**config.mk**
```make
export PLATFORM = sky130hd
export DESIGN_NAME = pao_top
export DESIGN_NICKNAME = d
export VERILOG_FILES = /design/src/logic/pao_pkg.sv /design/src/logic/pao_top.sv
export SDC_FILE = /design/constraint.sdc
export NUM_CORES = 1
export LEC_CHECK = 0
export BUFFER_PORTS_ARGS = -buffer_cell sky130_fd_sc_hd__buf_2
export CAP_MARGIN = 20
export CORE_ASPECT_RATIO = 1.5
export CORE_MARGIN = 2
export CORE_UTILIZATION = 33
export DETAILED_ROUTE_END_ITERATION = 10
export PLACE_DENSITY = 0.6
export SYNTH_ARGS = -nofsm -noshare
export SYNTH_HDL_FRONTEND = slang
export SYNTH_SLANG_ARGS = --single-unit
```
**constraint.sdc**
```tcl
create_clock -name aclk -period 4.7 [get_ports aclk]
set_input_delay 1.41 -clock aclk [delete_from_list [all_inputs] [get_ports aclk]]
set_output_delay 1.41 -clock aclk [all_outputs]
set_load 0.02 [all_outputs]
```
**src/logic/pao_pkg.sv**
```systemverilog
// Package for the phase accumulator oscillator: register map and fields.
package pao_pkg;
    localparam int ACC_W = 20;
    localparam int ADDR_W = 6;
    // Byte addresses of the word-aligned registers.
    localparam logic [5:0] OFF_CONTROL = 6'h00;
    localparam logic [5:0] OFF_CLK_CFG = 6'h04;
    localparam logic [5:0] OFF_ACC_L = 6'h08;
    localparam logic [5:0] OFF_ACC_H = 6'h0C;
    localparam logic [5:0] OFF_ACC_U = 6'h10;
    localparam logic [5:0] OFF_INC_L = 6'h14;
    localparam logic [5:0] OFF_INC_H = 6'h18;
    localparam logic [5:0] OFF_INC_U = 6'h1C;
    localparam logic [5:0] OFF_IRQ = 6'h20;
    // Control register fields.
    localparam int CON_EN = 7;
    localparam int CON_OUT = 5;
    localparam int CON_POL = 4;
    localparam int CON_PFM = 0;
    // Interrupt register fields.
    localparam int IRQ_FLAG = 0;
    localparam int IRQ_IE = 1;
    localparam int IRQ_PERIPHERAL_IRQ_ENABLE = 2;
    localparam int IRQ_GIE = 3;
    // Clock configuration fields.
    localparam int PWS_LSB = 5;
    localparam int CKS_LSB = 0;
    localparam logic [7:0] CON_WMASK = 8'h91;
    localparam logic [7:0] CLK_WMASK = 8'hE7;
    localparam logic [7:0] UPPER_MASK = 8'h0F;
    localparam logic [7:0] IRQ_WMASK = 8'h0F;
    localparam logic [1:0] RESP_OKAY = 2'h0;
    localparam logic [1:0] RESP_SLVERR = 2'h2;
    localparam logic [7:0] BYTE_ZERO = 8'h00;

    typedef enum logic [2:0]
    {
        PAO_SRC_SYS = 3'b000,
        PAO_SRC_HFOSC = 3'b001,
        PAO_SRC_LC1 = 3'b010,
        PAO_SRC_LC2 = 3'b011,
        PAO_SRC_LC3 = 3'b100,
        PAO_SRC_LC4 = 3'b101,
        PAO_SRC_RSV6 = 3'b110,
        PAO_SRC_RSV7 = 3'b111
    } pao_src_t;

    typedef enum logic [1:0]
    {
        PAO_LD_IDLE = 2'b00,
        PAO_LD_WAIT1 = 2'b01,
        PAO_LD_WAIT2 = 2'b10
    } pao_ld_t;

    typedef struct packed
    {
        logic [5:0] addr;
        logic [31:0] data;
        logic [3:0] strb;
    } pao_wreq_t;
endpackage

```
**src/logic/pao_top.sv**
```systemverilog
// Phase accumulator oscillator with AXI4-Lite register slave.
//
// Contract
// twenty-bit accumulator; carry is raw output.
// each input clock edge adds buffered increment.
// overflow event on every adder carry out.
// six selectable accumulator clock sources.
// source codes 000 sys, 001 hf, 010-101 cells.
// accumulator readable, writable as three bytes.
// increment stored as low, high, upper bytes.
// software writes upper, high, then low byte.
// enabled: buffer loads second edge after low write.
// increment double-buffered, buffer hidden.
// disabled: buffer loads right after any write.
// fixed duty mode toggles on each overflow.
// mode bit one pulse, zero fixed duty.
// pulse active next edge, held, then inactive.
// pulse width is two to select periods.
// software keeps pulse shorter than overflow period.
// polarity bit inverts output as last stage.
// polarity change raises interrupt when enabled.
// output goes to peripherals and pin.
// each overflow sets the interrupt flag.
// request needs enable, ie, peripheral_irq_enable, gie set.
// flag stays set until software clears it.
// reset clears every register to zero.
// keeps running from selected clock in sleep.
// enabled with hf source keeps oscillator on.
// read-only status bit shows output level.
// enable bit one enables, zero disables.
// software avoids accumulator writes while running.
// flag and status synchronised before software reads.
//
// The placing of the registers and the AXI4-Lite register port were left to the implementer.
`timescale 1ns/1ps
module pao_top #(
    parameter int ACC_W = pao_pkg::ACC_W
) (
    input wire logic aclk,
    input wire logic aresetn,
    input wire logic [5:0] s_axi_awaddr,
    input wire logic s_axi_awvalid,
    output logic s_axi_awready,
    input wire logic [31:0] s_axi_wdata,
    input wire logic [3:0] s_axi_wstrb,
    input wire logic s_axi_wvalid,
    output logic s_axi_wready,
    output logic [1:0] s_axi_bresp,
    output logic s_axi_bvalid,
    input wire logic s_axi_bready,
    input wire logic [5:0] s_axi_araddr,
    input wire logic s_axi_arvalid,
    output logic s_axi_arready,
    output logic [31:0] s_axi_rdata,
    output logic [1:0] s_axi_rresp,
    output logic s_axi_rvalid,
    input wire logic s_axi_rready,
    input wire logic internal_hf_oscillator,
    input wire logic logic_cell_one_output,
    input wire logic logic_cell_two_output,
    input wire logic logic_cell_three_output,
    input wire logic logic_cell_four_output,
    output logic synth_output,
    output logic synth_pin_out,
    output logic synth_pin_oe,
    input wire logic synth_pin_route,
    output logic hf_osc_keep_on,
    output logic irq_request
);
    // Write address and data are latched independently and joined later.
    logic aw_full_q;
    logic w_full_q;
    pao_pkg::pao_wreq_t wreq_q;
    logic bvalid_q;
    logic [1:0] bresp_q;
    logic rvalid_q;
    logic [31:0] rdata_q;
    logic [1:0] rresp_q;

    logic [7:0] control_q;
    logic [7:0] clk_cfg_q;
    logic [7:0] irq_q;
    logic [ACC_W-1:0] acc_q;
    logic [ACC_W-1:0] inc_q;
    logic [ACC_W-1:0] incbuf_q;
    pao_pkg::pao_ld_t ld_q;
    logic fdc_q;
    logic [7:0] pulse_cnt_q;
    logic pulse_q;
    logic out_q;
    logic out_prev_q;
    logic clk_s_q;
    logic clk_prev_q;

    wire module_en = control_q[pao_pkg::CON_EN];
    wire pulse_mode = control_q[pao_pkg::CON_PFM];
    wire invert = control_q[pao_pkg::CON_POL];
    wire [2:0] pws = clk_cfg_q[pao_pkg::PWS_LSB +: 3];
    wire [2:0] cks = clk_cfg_q[pao_pkg::CKS_LSB +: 3];

    // The source mux output is sampled once, then edge detected.  The system
    // clock source is represented by a tick on every second bus clock.
    logic src_level;
    always_comb
    begin
        unique case (pao_pkg::pao_src_t'(cks))
            pao_pkg::PAO_SRC_SYS: src_level = ~clk_s_q;
            pao_pkg::PAO_SRC_HFOSC: src_level = internal_hf_oscillator;
            pao_pkg::PAO_SRC_LC1: src_level = logic_cell_one_output;
            pao_pkg::PAO_SRC_LC2: src_level = logic_cell_two_output;
            pao_pkg::PAO_SRC_LC3: src_level = logic_cell_three_output;
            pao_pkg::PAO_SRC_LC4: src_level = logic_cell_four_output;
            default: src_level = 1'b0;
        endcase
    end

    wire src_rise = clk_s_q & ~clk_prev_q;
    wire tick = module_en & src_rise;
    assign hf_osc_keep_on = module_en &&
        cks == 3'(pao_pkg::PAO_SRC_HFOSC);

    wire [ACC_W:0] sum = {1'b0, acc_q} + {1'b0, incbuf_q};
    wire carry = tick & sum[ACC_W];

    function automatic logic [7:0] width_of(input logic [2:0] sel);
        width_of = 8'(9'h001 << sel);
    endfunction

    // Bus decode.
    wire do_write = aw_full_q & w_full_q & ~bvalid_q;
    wire [5:0] waddr = wreq_q.addr;
    wire [7:0] wbyte = wreq_q.strb[0] ? wreq_q.data[7:0] : pao_pkg::BYTE_ZERO;
    wire wen = do_write & wreq_q.strb[0];
    wire wr_ctl = wen && waddr == pao_pkg::OFF_CONTROL;
    wire wr_cfg = wen && waddr == pao_pkg::OFF_CLK_CFG;
    wire wr_al = wen && waddr == pao_pkg::OFF_ACC_L;
    wire wr_ah = wen && waddr == pao_pkg::OFF_ACC_H;
    wire wr_au = wen && waddr == pao_pkg::OFF_ACC_U;
    wire wr_il = wen && waddr == pao_pkg::OFF_INC_L;
    wire wr_ih = wen && waddr == pao_pkg::OFF_INC_H;
    wire wr_iu = wen && waddr == pao_pkg::OFF_INC_U;
    wire wr_irq = wen && waddr == pao_pkg::OFF_IRQ;
    wire wr_inc = wr_il | wr_ih | wr_iu;

    function automatic logic mapped(input logic [5:0] a);
        mapped = a <= pao_pkg::OFF_IRQ && a[1:0] == 2'b00;
    endfunction

    // Output stage: pulse or toggled level, then polarity.
    wire raw_level = pulse_mode ? pulse_q : fdc_q;
    wire out_d = raw_level ^ invert;
    wire pol_irq = wr_ctl && out_d != ((wbyte[pao_pkg::CON_POL]) ^ raw_level)
        && irq_q[pao_pkg::IRQ_IE];
    wire flag_set = carry | pol_irq;

    always_ff @(posedge aclk)
    begin
        if (!aresetn)
        begin
            clk_s_q <= 1'b0;
            clk_prev_q <= 1'b0;
        end
        else
        begin
            clk_s_q <= src_level;
            clk_prev_q <= clk_s_q;
        end
    end

    // Accumulator, double-buffered increment and its load sequencer.
    always_ff @(posedge aclk)
    begin
        if (!aresetn)
        begin
            acc_q <= '0;
            inc_q <= '0;
            incbuf_q <= '0;
            ld_q <= pao_pkg::PAO_LD_IDLE;
        end
        else
        begin
            if (wr_al)
                acc_q[7:0] <= wbyte;
            else if (wr_ah)
                acc_q[15:8] <= wbyte;
            else if (wr_au)
                acc_q[19:16] <= wbyte[3:0];
            else if (tick)
                acc_q <= sum[ACC_W-1:0];
            if (wr_il)
                inc_q[7:0] <= wbyte;
            if (wr_ih)
                inc_q[15:8] <= wbyte;
            if (wr_iu)
                inc_q[19:16] <= wbyte[3:0];
            if (!module_en)
            begin
                if (!wr_inc)
                    incbuf_q <= inc_q;
                ld_q <= pao_pkg::PAO_LD_IDLE;
            end
            else if (wr_il)
                ld_q <= pao_pkg::PAO_LD_WAIT1;
            else
            begin
                unique case (ld_q)
                    pao_pkg::PAO_LD_IDLE: ld_q <= pao_pkg::PAO_LD_IDLE;
                    pao_pkg::PAO_LD_WAIT1:
                        if (src_rise)
                            ld_q <= pao_pkg::PAO_LD_WAIT2;
                    pao_pkg::PAO_LD_WAIT2:
                        if (src_rise)
                        begin
                            incbuf_q <= inc_q;
                            ld_q <= pao_pkg::PAO_LD_IDLE;
                        end
                    default: ld_q <= pao_pkg::PAO_LD_IDLE;
                endcase
            end
        end
    end

    // Output generators.
    always_ff @(posedge aclk)
    begin
        if (!aresetn)
        begin
            fdc_q <= 1'b0;
            pulse_q <= 1'b0;
            pulse_cnt_q <= pao_pkg::BYTE_ZERO;
            out_q <= 1'b0;
            out_prev_q <= 1'b0;
        end
        else
        begin
            if (carry)
                fdc_q <= ~fdc_q;
            if (carry)
            begin
                pulse_q <= 1'b1;
                pulse_cnt_q <= width_of(pws);
            end
            else if (tick && pulse_cnt_q != pao_pkg::BYTE_ZERO)
            begin
                pulse_cnt_q <= pulse_cnt_q - 8'h01;
                if (pulse_cnt_q == 8'h01)
                    pulse_q <= 1'b0;
            end
            out_q <= out_d;
            out_prev_q <= out_q;
        end
    end

    assign synth_output = out_q;
    assign synth_pin_out = out_q;
    assign synth_pin_oe = synth_pin_route;

    // Register writes, sticky flag with set beating clear.
    always_ff @(posedge aclk)
    begin
        if (!aresetn)
        begin
            control_q <= pao_pkg::BYTE_ZERO;
            clk_cfg_q <= pao_pkg::BYTE_ZERO;
            irq_q <= pao_pkg::BYTE_ZERO;
        end
        else
        begin
            if (wr_ctl)
                control_q <= wbyte & pao_pkg::CON_WMASK;
            if (wr_cfg)
                clk_cfg_q <= wbyte & pao_pkg::CLK_WMASK;
            if (wr_irq)
                irq_q <= wbyte & pao_pkg::IRQ_WMASK;
            if (flag_set)
                irq_q[pao_pkg::IRQ_FLAG] <= 1'b1;
        end
    end

    assign irq_request = module_en & irq_q[pao_pkg::IRQ_FLAG] &
        irq_q[pao_pkg::IRQ_IE] & irq_q[pao_pkg::IRQ_PERIPHERAL_IRQ_ENABLE] &
        irq_q[pao_pkg::IRQ_GIE];

    // Flag and output live in the bus domain already, so a read sees them
    // with no further crossing; out_q is the registered level.
    logic [7:0] rbyte;
    wire [5:0] raddr = s_axi_araddr;
    always_comb
    begin
        rbyte = pao_pkg::BYTE_ZERO;
        unique case (raddr)
            pao_pkg::OFF_CONTROL:
            begin
                rbyte = control_q;
                rbyte[pao_pkg::CON_OUT] = out_q;
            end
            pao_pkg::OFF_CLK_CFG: rbyte = clk_cfg_q;
            pao_pkg::OFF_ACC_L: rbyte = acc_q[7:0];
            pao_pkg::OFF_ACC_H: rbyte = acc_q[15:8];
            pao_pkg::OFF_ACC_U: rbyte = {4'h0, acc_q[19:16]};
            pao_pkg::OFF_INC_L: rbyte = inc_q[7:0];
            pao_pkg::OFF_INC_H: rbyte = inc_q[15:8];
            pao_pkg::OFF_INC_U: rbyte = {4'h0, inc_q[19:16]};
            pao_pkg::OFF_IRQ: rbyte = irq_q;
            default: rbyte = pao_pkg::BYTE_ZERO;
        endcase
    end

    // AXI4-Lite handshakes.
    assign s_axi_awready = ~aw_full_q;
    assign s_axi_wready = ~w_full_q;
    assign s_axi_bvalid = bvalid_q;
    assign s_axi_bresp = bresp_q;
    assign s_axi_arready = ~rvalid_q;
    assign s_axi_rvalid = rvalid_q;
    assign s_axi_rdata = rdata_q;
    assign s_axi_rresp = rresp_q;

    always_ff @(posedge aclk)
    begin
        if (!aresetn)
        begin
            aw_full_q <= 1'b0;
            w_full_q <= 1'b0;
            wreq_q <= '0;
            bvalid_q <= 1'b0;
            bresp_q <= pao_pkg::RESP_OKAY;
            rvalid_q <= 1'b0;
            rdata_q <= '0;
            rresp_q <= pao_pkg::RESP_OKAY;
        end
        else
        begin
            if (s_axi_awvalid && !aw_full_q)
            begin
                aw_full_q <= 1'b1;
                wreq_q.addr <= s_axi_awaddr;
            end
            if (s_axi_wvalid && !w_full_q)
            begin
                w_full_q <= 1'b1;
                wreq_q.data <= s_axi_wdata;
                wreq_q.strb <= s_axi_wstrb;
            end
            if (do_write)
            begin
                bvalid_q <= 1'b1;
                bresp_q <= mapped(waddr) ? pao_pkg::RESP_OKAY
                                         : pao_pkg::RESP_SLVERR;
            end
            if (bvalid_q && s_axi_bready)
            begin
                bvalid_q <= 1'b0;
                aw_full_q <= 1'b0;
                w_full_q <= 1'b0;
            end
            if (s_axi_arvalid && !rvalid_q)
            begin
                rvalid_q <= 1'b1;
                rdata_q <= {24'h000000, rbyte};
                rresp_q <= mapped(raddr) ? pao_pkg::RESP_OKAY
                                         : pao_pkg::RESP_SLVERR;
            end
            else if (rvalid_q && s_axi_rready)
                rvalid_q <= 1'b0;
        end
    end

    // Checks.
    a_acc_adds: assert property (@(posedge aclk) disable iff (!aresetn)
        tick && !(wr_al || wr_ah || wr_au) |=>
        acc_q == $past(sum[ACC_W-1:0]))
        else $error("accumulator did not add increment");
    a_flag_sets: assert property (@(posedge aclk) disable iff (!aresetn)
        carry |=> irq_q[pao_pkg::IRQ_FLAG])
        else $error("overflow did not set flag");
    a_fdc_toggle: assert property (@(posedge aclk) disable iff (!aresetn)
        carry |=> fdc_q != $past(fdc_q))
        else $error("fixed duty level did not toggle");
    a_pulse_start: assert property (@(posedge aclk) disable iff (!aresetn)
        carry |=> pulse_q && pulse_cnt_q == width_of($past(pws)))
        else $error("pulse did not start with width");
    a_irq_gate: assert property (@(posedge aclk) disable iff (!aresetn)
        irq_request |-> module_en && irq_q[pao_pkg::IRQ_GIE])
        else $error("interrupt raised while gated");
    a_flag_holds: assert property (@(posedge aclk) disable iff (!aresetn)
        irq_q[pao_pkg::IRQ_FLAG] && !wr_irq |=> irq_q[pao_pkg::IRQ_FLAG])
        else $error("flag dropped without a clear");
    a_disabled_load: assert property (@(posedge aclk) disable iff (!aresetn)
        !module_en && !wr_inc ##1 !module_en |-> incbuf_q == $past(inc_q))
        else $error("buffer not loaded while disabled");
    a_out_polarity: assert property (@(posedge aclk) disable iff (!aresetn)
        1'b1 |=> out_q == ($past(raw_level) ^ $past(invert)))
        else $error("output polarity wrong");
endmodule

```
### Word level (Yosys, flattened, before mapping)

Index checks and enable logic that the tools add are counted.

* flip-flop bits (word level): 119
* bits in latches: 0
* bits in writable memories: 0
* memory bits (read-only): 0
* input bits: 61
* output and inout port bits: 46
* logic and storage cells: 172
* memories kept: 0

* add/subtract/negate cells: 2
* $mul: 0
* divide/modulo/power cells: 0
* $lt $le $gt $ge: 2
* eq/ne operators: 36
* shifts and indexed selects: 1
* muxes and demuxes: 30
* bitwise logic cells: 26
* reduce and logical (&&, ||, !) cells: 46

Operators with widths (count)
* 20-bit two-way mux: 6
* 8-bit case mux with 9 select lines: 1
* 6-bit by 5-bit == test with 1-bit output, second input constant: 8
* 8-bit two-way mux: 6
* 6-bit by 4-bit == test with 1-bit output, second input constant: 4
* 20-bit by 20-bit adder with 21-bit output: 1
* 1-bit logical AND: 20
* 16-bit two-way mux: 1
* 2-bit inequality test, second input constant: 7
* 2-bit nonzero test: 7
* 6-bit by 3-bit == test with 1-bit output, second input constant: 2
* 6-bit == test, second input constant: 2
* 6-bit less-or-equal comparator, second input constant: 2
* 6-bit logical NOT: 2
* 1-bit inverter: 11
* 1-bit AND: 10
* 1-bit two-way mux: 9
* 3-bit AND reduction: 3
* 8-bit by 1-bit == test with 1-bit output, second input constant: 1
* 2-bit two-way mux: 4
* 2-bit AND reduction: 4
* 8-bit nonzero test: 1
* 1-bit by 3-bit left shift with 8-bit output, first input constant: 1
* 8-bit by 1-bit subtractor with 8-bit output, second input constant: 1
* other kinds (19): 29

### Depth between registers and ports, before layout

* word-level depth: 8
* gate-level depth with buffers: 11
* mapped depth without buffers: 10

### Worst setup path after synthesis

No wires, ideal clock.

* kind: input to output
* from: in synth_pin_route
* to: out synth_pin_oe
* arrival time: 1.544 ns
* required time: 3.290 ns
* slack: 1.746 ns
* stages on the path: 1
* path buffers: 1
* cells stage by stage: buf_4

RTL lines
* from (decl): RTL line pao_top.sv:66 `input wire logic synth_pin_route,`
* to (decl): RTL line pao_top.sv:65 `output logic synth_pin_oe,`

No word-level cell between the ends.

### Worst setup path after layout

* from: reg acc_q[0]
* to: reg pulse_cnt_q[0]

* cells in the longest elaborated chain, start to end: 3
* elaborated cells on any way between the ends: 4

RTL lines
* from (decl): RTL line pao_top.sv:83 `logic [ACC_W-1:0] acc_q;`
* from (signal assigned): RTL line pao_top.sv:183 `acc_q[7:0] <= wbyte;`
* from (signal assigned): RTL line pao_top.sv:189 `acc_q <= sum[ACC_W-1:0];`
* 20-bit by 20-bit adder with 21-bit output (*): RTL line pao_top.sv:122 `wire [ACC_W:0] sum = {1'b0, acc_q} + {1'b0, incbuf_q};`
* 1-bit AND (*): RTL line pao_top.sv:123 `wire carry = tick & sum[ACC_W];`
* 8-bit two-way mux or 2-bit nonzero test (tied branches)
* to (signal assigned): RTL line pao_top.sv:230 `pulse_cnt_q <= pao_pkg::BYTE_ZERO;`
* to (signal assigned): RTL line pao_top.sv:241 `pulse_cnt_q <= width_of(pws);`
* to (signal assigned): RTL line pao_top.sv:245 `pulse_cnt_q <= pulse_cnt_q - 8'h01;`
* to (decl): RTL line pao_top.sv:88 `logic [7:0] pulse_cnt_q;`

Every way passes the cells marked *; elsewhere a longest branch is shown, timed or not.
A chain may end at the register's enable or synchronous reset.

==> summary.json <==
{
  "synth.area.top_cells": "sky130_fd_sc_hd__dfxtp_1, sky130_fd_sc_hd__mux2i_1, sky130_fd_sc_hd__nor2_1, sky130_fd_sc_hd__a21oi_1, sky130_fd_sc_hd__ha_1",
  "detail_route.vias_per_cell": 5.30,
  "number_of_antenna_violations_at_the_first_check_in_global_routing": 0,
  "max-slew-margin-rel_pct": 28.5,
  "r2r_end": "pulse_cnt_q[0]",
  "post-route-worst-setup-slack_ps": 1550,
  "post_synth_inst_count": 781,
  "syn2layout_area_growth_pct": 15.2,
  "max_slew.worst_pin.slew_ps": 1070,
  "yosys.cell_count.top_type": "sky130_fd_sc_hd__dfxtp_1",
  "post_synth.cell_area_avg_sq_um": 8.25,
  "hp-start": "wreq_q[8]",
  "reg2reg_slack_ps": 1550,
  "netlist.top_cell.by_area": "sky130_fd_sc_hd__dfxtp_1",
  "finalNonFillerCells": 1084,
  "finalMaxSlewViolations": 0,
  "dieArea_sq_um": 20700,
  "cts.htree.levels": 4,
  "setup_tns_ps": 0,
  "grt_first_pass_wirelength_mm": 29.5,
  "endpoint_kind": "flop",
  "first_global_vias": 5558,
  "floorplan.die.height_um": 175,
  "unrepaired_setup_endpoints_after_global_routing": "false",
  "final-setup-viol-count": 0,
  "synthesis.area_sq_um": 6440,
  "ys_ff_latch": 117,
  "clk_pin_slew_worst_paths_ps": 60,
  "grt_overflow": 0,
  "cts_resized": 0,
  "irDropWorstVdd_mv": 0.321,
  "timing.critical_path.from_type": "flop",
  "final_layout_size_suffix_gt1_share_pct": 12.3,
  "postCtsHoldBufs": 0,
  "first_drt_iteration_drcs": 332,
  "cts-root-to-sink-buffers": 2,
  "cts_num_sinks": 117,
  "p_leak_nw": 2.89,
  "share_of_flip_flops_with_an_asynchronous_set_or_reset_after_synthesis_pct": 0,
  "core_region_area_sq_um": 19200,
  "max_cap_violations": 0,
  "grt_util_all_layers_pct": 18.4,
  "worst-endpoint-required_ps": 5040,
  "hold_fails_final_rpt": 0,
  "cts_made_buffers": 17,
  "worst_r2r_start": "acc_q[0]",
  "yosys_top_cell_area_share_pct": 36.3,
  "fin_nets": 901,
  "max_freq_mhz": 318,
  "drt-pass1-iter-count": 4,
  "drcViolationCount": 0,
  "dpl_worst_slack_ps": 1520,
  "worst_clock_skew_ps": 7.95,
  "number_of_synthesized_flops_with_an_enable_pin": 0,
  "worst_hold_path_type": "flop to flop",
  "numPortBuffers": 51,
  "clock_insertion_delay_worst_skew_ps": 420,
  "run_status": "finished, final reports clean",
  "dr_total_vias": 5741,
  "synth_flop_type": "sky130_fd_sc_hd__dfxtp_1",
  "place_hpwl_mm": 14.0,
  "antenna-diode-count": 0,
  "chipWidth_um": 118,
  "globalplace.congestion": 0.908,
  "timing.critical_path.arrival_ps": 3480,
  "crit_path_max_fanout": 19,
  "cts_root_buffer": "sky130_fd_sc_hd__clkbuf_16",
  "cts_tree": "built",
  "detailed_route_wl_mm": 18.7,
  "post-route-min-period_ps": 3150,
  "synth_commonest_cells": "sky130_fd_sc_hd__dfxtp_1, sky130_fd_sc_hd__nor2_1, sky130_fd_sc_hd__nand2_1",
  "timing.final.crit_share_pct": 66.9,
  "synth.yosys.seq_area_share_pct": 36.3,
  "count_of_standard_cell_rows": 62,
  "synth_cell_types": 68,
  "drt-wirelength-per-cell_um": 17.2,
  "reg2reg_depth": 10,
  "hold_depth": 2,
  "grt_max_degree": 45,
  "postRouteAntennaNets": 0,
  "filler_cell_count": 1971,
  "synth-warning-count": 0,
  "power-per-cell-area_nw_per_um2": 340,
  "post_cts_buffers": 0,
  "hold_end": "wreq_q[8]",
  "start_util_pct": 33.6,
  "worst-setup-path-type": "flop to flop",
  "design.portCount": 107,
  "placed_cells": 1053
}
cell type report:
type,instances,area [sq um],area share (%)
sequential,117,2340,31.5
clock inverter,9,150,2.02
multi-input combinational,603,3750,50.5
clock buffer,22,474,6.39
tap,256,320,4.31
inverter,19,71.3,0.961
timing repair buffer,58,320,4.31
per-layer routing:
metal / track usage [%] / vias up / wire length [um] / part of all wire [%]
li1: - / 2838 / - / -
met1: 20.5 / 2666 / 7610 / 41
met2: 32.8 / 189 / 9550 / 51
met3: 2.32 / 48 / 657 / 3.5
met4: 11.4 / 0 / 877 / 4.7
met5: 0 / - / 0 / 0
cells by family after synthesis:
family / share of synthesized area, %
AND/OR/NAND/NOR: 20.8
AO/OA/AOI/OAI: 20.4
adder cells (fa/ha/maj): 4.78
other: 0.0582
multiplexers: 7.81
buffers and inverters: 6.97
flip-flops: 36.3
XOR/XNOR: 2.85
metrics by stage:
step	area [sq um]	utilization, %	power (W)	hold slack, ps
CTS	7420	38.7	0.00254	452
floorplan	6540	-	0.00114	432
global route	7420	38.7	0.00260	483
detailed placement	6800	35.5	0.00116	442
finish	7420	38.7	0.00252	450
global placement	6800	35.5	0.00116	440
sequential cells by signal, indices dropped and copies added, names as in the netlist, 2 cells and up:
signal       flops
s_axi_rdata      8
acc_q           20
waddr            6
pulse_cnt_q      8
irq_q            4
incbuf_q        20
wreq_q           9
inc_q           20
clk_cfg_q        6
control_q        3
ld_q             2
worst max path at each step:
stage	startpoint	endpoint	slack [ps]	depth (start not counted)
global placement	s_axi_araddr[1]	s_axi_rdata[6]	1540	8
floorplan	synth_pin_route	synth_pin_oe	1750	1
finish	acc_q[0]	pulse_cnt_q[0]	1550	10
detailed placement	s_axi_araddr[1]	s_axi_rdata[6]	1520	8
global route	acc_q[0]	pulse_cnt_q[0]	1270	10
CTS	acc_q[0]	pulse_cnt_q[0]	1500	10
worst max-delay path, stage by stage, from the launching register on:
cell and delay (ps):
sky130_fd_sc_hd__dfxtp_1 350, sky130_fd_sc_hd__ha_1 220, sky130_fd_sc_hd__inv_1 70, sky130_fd_sc_hd__fa_1 390, sky130_fd_sc_hd__nor2b_1 200, sky130_fd_sc_hd__o31a_1 250
sky130_fd_sc_hd__nand3_1 150, sky130_fd_sc_hd__a31oi_1 450, sky130_fd_sc_hd__o21ai_2 350, sky130_fd_sc_hd__or4_1 490, sky130_fd_sc_hd__a21oi_1 130
where the power goes:
| group | internal, W | switching, W | total (W) | leakage [nW] |
|---|---|---|---|---|
| sequential | 0.00101 | 0.0000145 | 0.00102 | 0.946 |
| combinational | 0.0000360 | 0.0000852 | 0.000121 | 1.65 |
| clock | 0.000923 | 0.000460 | 0.00138 | 0.302 |
layout by cell type (no fill, tap or decap), types with 11 or more instances in the layout:
cell,netlist,layout
sky130_fd_sc_hd__dfxtp_1,117,117
sky130_fd_sc_hd__nor2_1,108,108
sky130_fd_sc_hd__nand2_1,70,70
sky130_fd_sc_hd__a21oi_1,69,69
sky130_fd_sc_hd__buf_2,7,51
sky130_fd_sc_hd__mux2i_1,48,48
sky130_fd_sc_hd__nand3_1,34,34
sky130_fd_sc_hd__conb_1,1,26
sky130_fd_sc_hd__ha_1,23,23
sky130_fd_sc_hd__a22oi_1,21,21
sky130_fd_sc_hd__o21ai_0,18,18
sky130_fd_sc_hd__inv_1,19,18
sky130_fd_sc_hd__clkbuf_16,0,17
sky130_fd_sc_hd__nor3_1,14,14
sky130_fd_sc_hd__xnor2_1,12,12
sky130_fd_sc_hd__a211oi_1,11,11
No activity file was read; power rests on OpenSTA's default activity.
